### config.mk
export PLATFORM = sky130hd
export DESIGN_NAME = fsk_gfsk_deviation_shaping_cfg
export DESIGN_NICKNAME = d
export VERILOG_FILES = /design/src/verilog/fsk_shaping_pkg.sv /design/src/verilog/shaping_step_divider.sv /design/src/verilog/fsk_gfsk_deviation_shaping_cfg.sv
export SDC_FILE = /design/constraint.sdc
export NUM_CORES = 1
export LEC_CHECK = 0
export BUFFER_PORTS_ARGS = -buffer_cell sky130_fd_sc_hd__buf_4
export CORE_UTILIZATION = 45
export DETAILED_ROUTE_END_ITERATION = 6
export PLACE_DENSITY = 0.66
export SYNTH_ARGS = -nofsm -noshare
export SYNTH_HDL_FRONTEND = slang
export SYNTH_SLANG_ARGS = --single-unit
### constraint.sdc
create_clock -name pclk -period 15 [get_ports pclk]
set_input_delay 0.75 -clock pclk [delete_from_list [all_inputs] [get_ports pclk]]
set_output_delay 0.75 -clock pclk [all_outputs]
set_load 0.02 [all_outputs]
### src/verilog/fsk_shaping_pkg.sv
// Shared constants, field layouts and carrier types for the FSK/GFSK shaping block.
// Assumes a 32-bit APB register bus and a single reference clock domain.
package fsk_shaping_pkg;

   // Printed register indexes; the APB byte address is four times the index
   localparam logic [7:0] IDX_DEV_CFG = 8'h1c;
   localparam logic [7:0] IDX_DIV_LOW = 8'h1d;
   localparam logic [7:0] IDX_SHP_CFG = 8'h1e;
   localparam logic [7:0] IDX_STATUS = 8'h1f;
   localparam int ADDR_W = 12;
   localparam logic [11:0] ADDR_DEV_CFG = {2'b00, IDX_DEV_CFG, 2'b00};
   localparam logic [11:0] ADDR_DIV_LOW = {2'b00, IDX_DIV_LOW, 2'b00};
   localparam logic [11:0] ADDR_SHP_CFG = {2'b00, IDX_SHP_CFG, 2'b00};
   localparam logic [11:0] ADDR_STATUS = {2'b00, IDX_STATUS, 2'b00};

   // Reset values of the byte registers
   localparam logic [7:0] DEV_CFG_RST = 8'hdf;
   localparam logic [7:0] DIV_LOW_RST = 8'h08;
   localparam logic [7:0] SHP_CFG_RST = 8'h78;

   // Field positions
   localparam int SCALE_LSB = 5;
   localparam int SCALE_W = 3;
   localparam int MAG_W = 5;
   localparam int BYPASS_BIT = 3;
   localparam int DIV_HI_W = 3;
   localparam int DIV_W = 11;
   localparam int ST_ACTIVE_BIT = 0;
   localparam int ST_RUN_BIT = 1;
   localparam int ST_RSVD_BIT = 2;
   localparam int ST_PHASE_LSB = 4;

   // Deviation arithmetic: word is in units of 1/64 of the printed factor
   localparam logic [2:0] SCALE_RSVD = 3'b101;
   localparam logic [2:0] SCALE_X2 = 3'b111;
   localparam logic [7:0] DEV_GAIN = 8'hbe;
   localparam logic [19:0] DEV_ROUND = 20'h00020;
   localparam int DEV_W = 20;

   // Shaping filter geometry
   localparam int TAPS = 16;
   localparam int SHAPE_W = 9;
   localparam int SHAPE_SHIFT = 7;
   localparam int FOFS_W = 22;
   localparam logic signed [8:0] SHAPE_FULL = 9'sh080;

   // Settings as seen by the datapath
   typedef struct packed {
      logic [2:0] scale;
      logic [4:0] mag;
      logic bypass;
      logic [10:0] div;
   } shaping_cfg_t;

   // Modulator sequencing, Gray coded
   typedef enum logic [1:0] {
      ST_IDLE = 2'b00,
      ST_RUN = 2'b01
   } mod_state_t;

endpackage : fsk_shaping_pkg

### src/verilog/shaping_step_divider.sv
// Programmable divider that yields the Gaussian filter step strobe.
// Assumes div and run come from flip-flops on the same clock.
module shaping_step_divider
   import fsk_shaping_pkg::*;
(
   // Clock and reset
   input wire logic pclk,
   input wire logic presetn,
   // Control
   input wire logic run,
   input wire logic [DIV_W-1:0] div,
   // Strobe
   output logic step
);

   logic [DIV_W-1:0] cnt_r;
   logic [DIV_W-1:0] cnt_nxt;
   logic step_r;
   logic step_nxt;

   // Count div+1 reference cycles per step; restart while stopped
   always_comb begin
      cnt_nxt = cnt_r;
      step_nxt = 1'b0;
      if (!run) begin
         cnt_nxt = '0;
      end else if (cnt_r >= div) begin // Also catches a divider lowered mid-count
         cnt_nxt = '0;
         step_nxt = 1'b1;
      end else begin
         cnt_nxt = cnt_r + 11'h001;
      end
   end

   always_ff @(posedge pclk or negedge presetn) begin
      if (!presetn) begin
         cnt_r <= '0;
         step_r <= 1'b0;
      end else begin
         cnt_r <= cnt_nxt;
         step_r <= step_nxt;
      end
   end

   assign step = step_r;

endmodule : shaping_step_divider

### src/verilog/fsk_gfsk_deviation_shaping_cfg.sv
// Deviation and Gaussian shaping configuration with its shaping datapath.
// Assumes an APB master on pclk, a transmit chip stream arriving on a pin
// and a modulation type select from logic on the same clock.
//
// Register access over APB was decided locally.
module fsk_gfsk_deviation_shaping_cfg
   import fsk_shaping_pkg::*;
(
   // Clock and reset
   input wire logic pclk,
   input wire logic presetn,
   // APB slave
   input wire logic psel,
   input wire logic penable,
   input wire logic pwrite,
   input wire logic [ADDR_W-1:0] paddr,
   input wire logic [31:0] pwdata,
   output logic [31:0] prdata,
   output logic pready,
   output logic pslverr,
   // Modulator control
   input wire logic tx_enable,
   input wire logic ask_mode,
   input wire logic tx_chip_pin,
   // Modulator outputs
   output logic signed [FOFS_W-1:0] freq_offset,
   output logic [DEV_W-1:0] deviation_word,
   output logic shaping_active,
   output logic filter_step
);

   // Deviation word in 1/64 units: 190 * mag * 2^scale + 32
   function automatic logic [DEV_W-1:0] dev_calc(input logic [2:0] scale,
                                                 input logic [4:0] mag);
      logic [12:0] base;
      base = 13'(mag * DEV_GAIN);
      dev_calc = ({7'h00, base} << scale) + DEV_ROUND;
   endfunction : dev_calc

   // Symmetric tap weights approximating a Gaussian, summing to 128
   function automatic logic [4:0] tap_weight(input int idx);
      int k;
      k = (idx < TAPS / 2) ? idx : TAPS - 1 - idx;
      case (k)
         0: tap_weight = 5'h01;
         1: tap_weight = 5'h02;
         2: tap_weight = 5'h03;
         3: tap_weight = 5'h05;
         4: tap_weight = 5'h08;
         5: tap_weight = 5'h0b;
         6: tap_weight = 5'h0e;
         default: tap_weight = 5'h14;
      endcase
   endfunction : tap_weight

   // Register file state
   logic [7:0] dev_cfg_r;
   logic [7:0] dev_cfg_nxt;
   logic [7:0] div_low_r;
   logic [7:0] div_low_nxt;
   logic [7:0] shp_cfg_r;
   logic [7:0] shp_cfg_nxt;
   logic [31:0] prdata_r;
   logic [31:0] prdata_nxt;
   shaping_cfg_t cfg;

   // Pin synchroniser and modulator state
   logic [2:0] chip_sync_r;
   logic [2:0] chip_sync_nxt;
   logic chip_r;
   logic chip_nxt;
   mod_state_t state_r;
   mod_state_t state_nxt;
   logic [TAPS-1:0] hist_r;
   logic [TAPS-1:0] hist_nxt;
   logic [3:0] phase_r;
   logic [3:0] phase_nxt;
   logic signed [FOFS_W-1:0] fofs_r;
   logic signed [FOFS_W-1:0] fofs_nxt;
   logic [DEV_W-1:0] devw_r;
   logic [DEV_W-1:0] devw_nxt;
   logic active_r;
   logic active_nxt;

   // Datapath intermediates
   logic step;
   logic shaping_on;
   logic signed [SHAPE_W-1:0] shape;
   logic signed [SHAPE_W-1:0] raw_level;
   logic signed [SHAPE_W-1:0] level;
   logic signed [DEV_W+SHAPE_W:0] product;

   // APB decode
   logic wr_en;
   logic rd_setup;
   logic hit;

   assign wr_en = psel && penable && pwrite;
   assign rd_setup = psel && !penable && !pwrite;
   assign hit = (paddr == ADDR_DEV_CFG) || (paddr == ADDR_DIV_LOW) ||
                (paddr == ADDR_SHP_CFG) || (paddr == ADDR_STATUS);
   // Zero wait states keep the bus simple; every access ends in one cycle
   assign pready = 1'b1;
   assign pslverr = psel && penable && !hit;
   assign prdata = prdata_r;

   // Register writes; an unmapped write is dropped and flagged by pslverr
   always_comb begin
      dev_cfg_nxt = dev_cfg_r;
      div_low_nxt = div_low_r;
      shp_cfg_nxt = shp_cfg_r;
      if (wr_en) begin
         case (paddr)
            ADDR_DEV_CFG: dev_cfg_nxt = pwdata[7:0];
            ADDR_DIV_LOW: div_low_nxt = pwdata[7:0];
            ADDR_SHP_CFG: shp_cfg_nxt = pwdata[7:0];
            default: ;
         endcase
      end
   end

   // Read data captured in the setup phase so it is stable in the access phase.
   // Configuration bytes are write-only and read as zero.
   always_comb begin
      prdata_nxt = prdata_r;
      if (rd_setup) begin
         prdata_nxt = '0;
         if (paddr == ADDR_STATUS) begin
            prdata_nxt[ST_ACTIVE_BIT] = active_r;
            prdata_nxt[ST_RUN_BIT] = (state_r == ST_RUN);
            prdata_nxt[ST_RSVD_BIT] = (cfg.scale == SCALE_RSVD);
            prdata_nxt[ST_PHASE_LSB +: 4] = phase_r;
         end
      end
   end

   always_ff @(posedge pclk or negedge presetn) begin
      if (!presetn) begin
         dev_cfg_r <= DEV_CFG_RST;
         div_low_r <= DIV_LOW_RST;
         shp_cfg_r <= SHP_CFG_RST;
         prdata_r <= '0;
      end else begin
         dev_cfg_r <= dev_cfg_nxt;
         div_low_r <= div_low_nxt;
         shp_cfg_r <= shp_cfg_nxt;
         prdata_r <= prdata_nxt;
      end
   end

   // Field extraction into the settings carrier
   always_comb begin
      cfg.scale = dev_cfg_r[SCALE_LSB +: SCALE_W];
      cfg.mag = dev_cfg_r[MAG_W-1:0];
      cfg.bypass = shp_cfg_r[BYPASS_BIT];
      cfg.div = {shp_cfg_r[DIV_HI_W-1:0], div_low_r};
   end

   // Filter runs only for FSK with bypass clear; ASK forces it off
   assign shaping_on = !ask_mode && !cfg.bypass;

   // Filter step strobe from the 11-bit divider
   shaping_step_divider u_step_div (
      .pclk(pclk),
      .presetn(presetn),
      .run(state_r == ST_RUN && shaping_on),
      .div(cfg.div),
      .step(step)
   );

   // Three-stage pin synchroniser; a change is taken when stages two and three agree
   always_comb begin
      chip_sync_nxt = {chip_sync_r[1:0], tx_chip_pin};
      chip_nxt = chip_r;
      if (chip_sync_r[1] == chip_sync_r[2]) begin
         chip_nxt = chip_sync_r[2];
      end
   end

   always_ff @(posedge pclk or negedge presetn) begin
      if (!presetn) begin
         chip_sync_r <= '0;
         chip_r <= 1'b0;
      end else begin
         chip_sync_r <= chip_sync_nxt;
         chip_r <= chip_nxt;
      end
   end

   // Sequencing and chip history; idle preloads the history to avoid a start transient
   always_comb begin
      state_nxt = state_r;
      hist_nxt = hist_r;
      phase_nxt = phase_r;
      case (state_r)
         ST_IDLE: begin
            hist_nxt = {TAPS{chip_r}};
            phase_nxt = '0;
            if (tx_enable) begin
               state_nxt = ST_RUN;
            end
         end
         ST_RUN: begin
            if (!tx_enable) begin
               state_nxt = ST_IDLE;
            end else if (!shaping_on) begin
               hist_nxt = {TAPS{chip_r}}; // Filter held off, kept in step with data
            end else if (step) begin
               hist_nxt = {hist_r[TAPS-2:0], chip_r};
               phase_nxt = phase_r + 4'h1;
            end
         end
         default: begin
            state_nxt = ST_IDLE;
         end
      endcase
   end

   // Gaussian FIR over the chip history; each chip contributes plus or minus its weight
   always_comb begin
      shape = '0;
      for (int i = 0; i < TAPS; i++) begin
         if (hist_r[i]) begin
            shape = shape + SHAPE_W'(tap_weight(i));
         end else begin
            shape = shape - SHAPE_W'(tap_weight(i));
         end
      end
   end

   // Plain FSK jumps straight between the two full-scale levels
   assign raw_level = chip_r ? SHAPE_FULL : -SHAPE_FULL;
   assign level = shaping_on ? shape : raw_level;
   // Magnitude and scale multiply the filter output
   assign product = $signed({1'b0, devw_r}) * level;

   // Output stage; offset is zero when not transmitting
   always_comb begin
      devw_nxt = dev_calc(cfg.scale, cfg.mag);
      active_nxt = (state_r == ST_RUN) && shaping_on;
      fofs_nxt = '0;
      if (state_r == ST_RUN) begin
         fofs_nxt = product[FOFS_W+SHAPE_SHIFT-1:SHAPE_SHIFT];
      end
   end

   always_ff @(posedge pclk or negedge presetn) begin
      if (!presetn) begin
         state_r <= ST_IDLE;
         hist_r <= '0;
         phase_r <= '0;
         fofs_r <= '0;
         devw_r <= '0;
         active_r <= 1'b0;
      end else begin
         state_r <= state_nxt;
         hist_r <= hist_nxt;
         phase_r <= phase_nxt;
         fofs_r <= fofs_nxt;
         devw_r <= devw_nxt;
         active_r <= active_nxt;
      end
   end

   assign freq_offset = fofs_r;
   assign deviation_word = devw_r;
   assign shaping_active = active_r;
   assign filter_step = step;

endmodule : fsk_gfsk_deviation_shaping_cfg

==> results.md <==
* Endpoint class of the critical path: flip-flop
* Crit-path max cell delay at between 0.5 and 0.6 ns
* Core area at 31600 sq um
* Die width at roughly 180 um
* Share of the yosys chip area belonging to registers at 18.4%
* Fin crit share at 103%
* Minimum clock period at 15.39 ns
* Least-Margin Pin Slew at around 1.2 ns
* CTS tree: done
* Total Neg Setup Slack at -1.88 ns
* Max Freq at roughly 65 MHz
* Setup CP Type: flip-flop to flip-flop
* Fill count at ~2800
* HP Class: input pin to async pin
* Status: complete, but fails checks
* Buffers on Ports at 78
* Worst-path fanout max at 4
* Via Count at between 10000 and 15000
* Max-slew violation count at 0
* FFs w/ async S/R, synth at 100%
* Final antenna-violating net count at 0
* Slew headroom at 22.0%
* RD Place Congestion at about 0.85
* Yosys cell types at between 70 and 80
* Worst skew pair latency at about 0.37 ns
* RSZ-0062 raised after global routing: yes
* Largest net degree at the start of global routing at 77
* Max-Cap Viols at 0
* Area growth, synth to finish at 19.0%
* CTS root buf: clkbuf_16
* Reg area at around 2700 sq um
* Crit path DAT at 15.67 ns
* Syn Area/Cell at just under 9 sq um
* Avg WL per Cell at approximately 15 um
* Final #Nets at 2190
* Top cells by count, synth: inv_1, ha_1, fa_1
* CP required at around 15 ns
* Mapped Cells at approximately 1600
* Failing checks: negative setup slack
* Global-route wire length before repair at around 56 mm
* Most used cell, CP: ha_1
* Post-synth top area share at between 10% and 20%
* H-tree levels at 3
* Count of flip-flops with a built-in enable after synthesis at 0
* DP HPWL at between 20 and 30 mm
* Clk buf depth at 2
* CTS sink cnt at 106
* CP bufs+invs at 13
* Setup Skew at 0.0168 ns
* Synth Register Bits at about 110
* Post-synth top area cell: ha_1
* GRT overflow at 0
* Share of post-route cells with drive strength above 1 at between 10% and 20%
* WHS at roughly 0.32 ns
* Starting DRT DRC Count at about 560
* Initial antenna violation count at 2
* Vias/cell at between 5 and 6
* Total global routing track utilization at between 20 and 25%
* Post-synth top flop: dfrtp_1
* Residual DRC at 0
* Final Hold Vio Count at 0
* DIE HEIGHT at 182 um
* Count leader, synth: inv_1
* Slowest cell on crit path: fa_2
* Core Rows at 65
* Initial core utilization at between 40% and 50%
* CTS Buf Count at 9
* Post-Route WL at around 34 mm
* Crit path max-delay family: adder cells
* IO Count at 130
* Die ar. at ~33000 sq um
* Yosys warnings at 0
* Final setup margin at -0.389 ns
* Largest cells by area after synthesis: ha_1, dfrtp_1, fa_1, inv_1, xnor2_1
* Vias in the first global route at roughly 12000
* Initial DRT Pass Iterations at 5
* Post-Syn Area at roughly 15000 sq um
* Final setup vio count at 8
* Multi-input logic area at roughly 11000 sq um
* Clock transition at path regs at approximately 0.090 ns
* Cts-stage hold buffer count at 0
* Post-Place Worst Slack at -0.834 ns
* CP Launch Type: flip-flop
[cell usage in the layout (no fill, tap or decap), types with 50 or more instances in the layout]
cell	count
fa_1	118
buf_4	211
a21oi_1	78
inv_1	239
dfrtp_1	97
nor2_1	79
o21ai_0	50
xnor2_1	79
and2_1	114
ha_1	195
nand2_1	97
[cell families (layout without fill, tap and decap cells)]
family,Yosys count,after routing,synth area share (%)
and+or+nand+nor,421,421,14.8
adders and majority gates,329,329,34.6
buffers and inverters,318,488,8.95
AOI/OAI and AO/OA,292,292,13.0
xor gates and xnor gates,126,126,8.01
DFF,106,106,18.4
muxes,26,26,2.20
other,2,28,0.0518
[worst paths after layout]
check | from | end | slack, ns | cells after the start
max in group asynchronous | presetn | prdata[2] | 13.35 | 2
hold reg to reg | chip_sync_r[0] | chip_sync_r[1] | 0.36 | 0
min in group pclk | chip_sync_r[0] | chip_sync_r[1] | 0.36 | 0
hold / removal | presetn | hist_r[11] | 0.32 | 1
setup reg to reg | hist_r[0] | freq_offset[21] | -0.39 | 73
setup / recovery | hist_r[0] | freq_offset[21] | -0.39 | 73
[sequential cells by signal, indices dropped and copies added (netlist names), 3 cells and up]
signal and flops:
freq_offset 22, deviation_word 19, hist_r 16, u_step_div.cnt_r 11
dev_cfg_r 8, div_low_r 8, prdata 7, phase_r 4
shp_cfg_r 4, chip_sync_r 3
[routing by layer]
layer,up-vias,GRT usage (%),wire length [um]
met1,5631,27.5,15700
met2,219,36.4,16500
li1,5669,-,-
met3,35,2.75,1230
met5,-,0,0
met4,0,3.49,395
[worst register-to-register path: cells and delay by family, from the launching register on]
family / cells / cell delay, ns
AO/OA/AOI/OAI: 16 / 2.99
XOR/XNOR: 15 / 2.55
adder cells (fa/ha/maj): 22 / 7.59
buffers and inverters: 13 / 1.03
flip-flops: 1 / 0.43
AND/OR/NAND/NOR: 7 / 0.74
[layout make-up]
cell class / instances / area share (%)
clock buffer: 9 / 1.31
tap: 402 / 2.92
inverter: 255 / 5.56
clock inverter: 7 / 0.515
multi-input combinational: 1221 / 64.7
antenna: 1 / 0.0145
timing repair buffer: 217 / 9.57
sequential: 106 / 15.4
[repair_timing]
action                     in CTS  in global routing
resized for setup              51                 52
setup endpoints to repair      12                 16
pin swaps                      58                 56
setup buffers                  37                 11
[through the flow]
stage / std cells / cell area [sq um] / util [%]
floorplan: 1645 / 14700 / -
global placement: 2157 / 16100 / 51.0
detailed placement: 2157 / 16100 / 51.0
CTS: 2208 / 16900 / 53.5
global route: 2218 / 17300 / 54.5
finish: 2218 / 17300 / 54.5
Power is left out: the tool's default activity adds up to more than one toggle a clock period on the data nets, which glitch-free logic cannot reach.
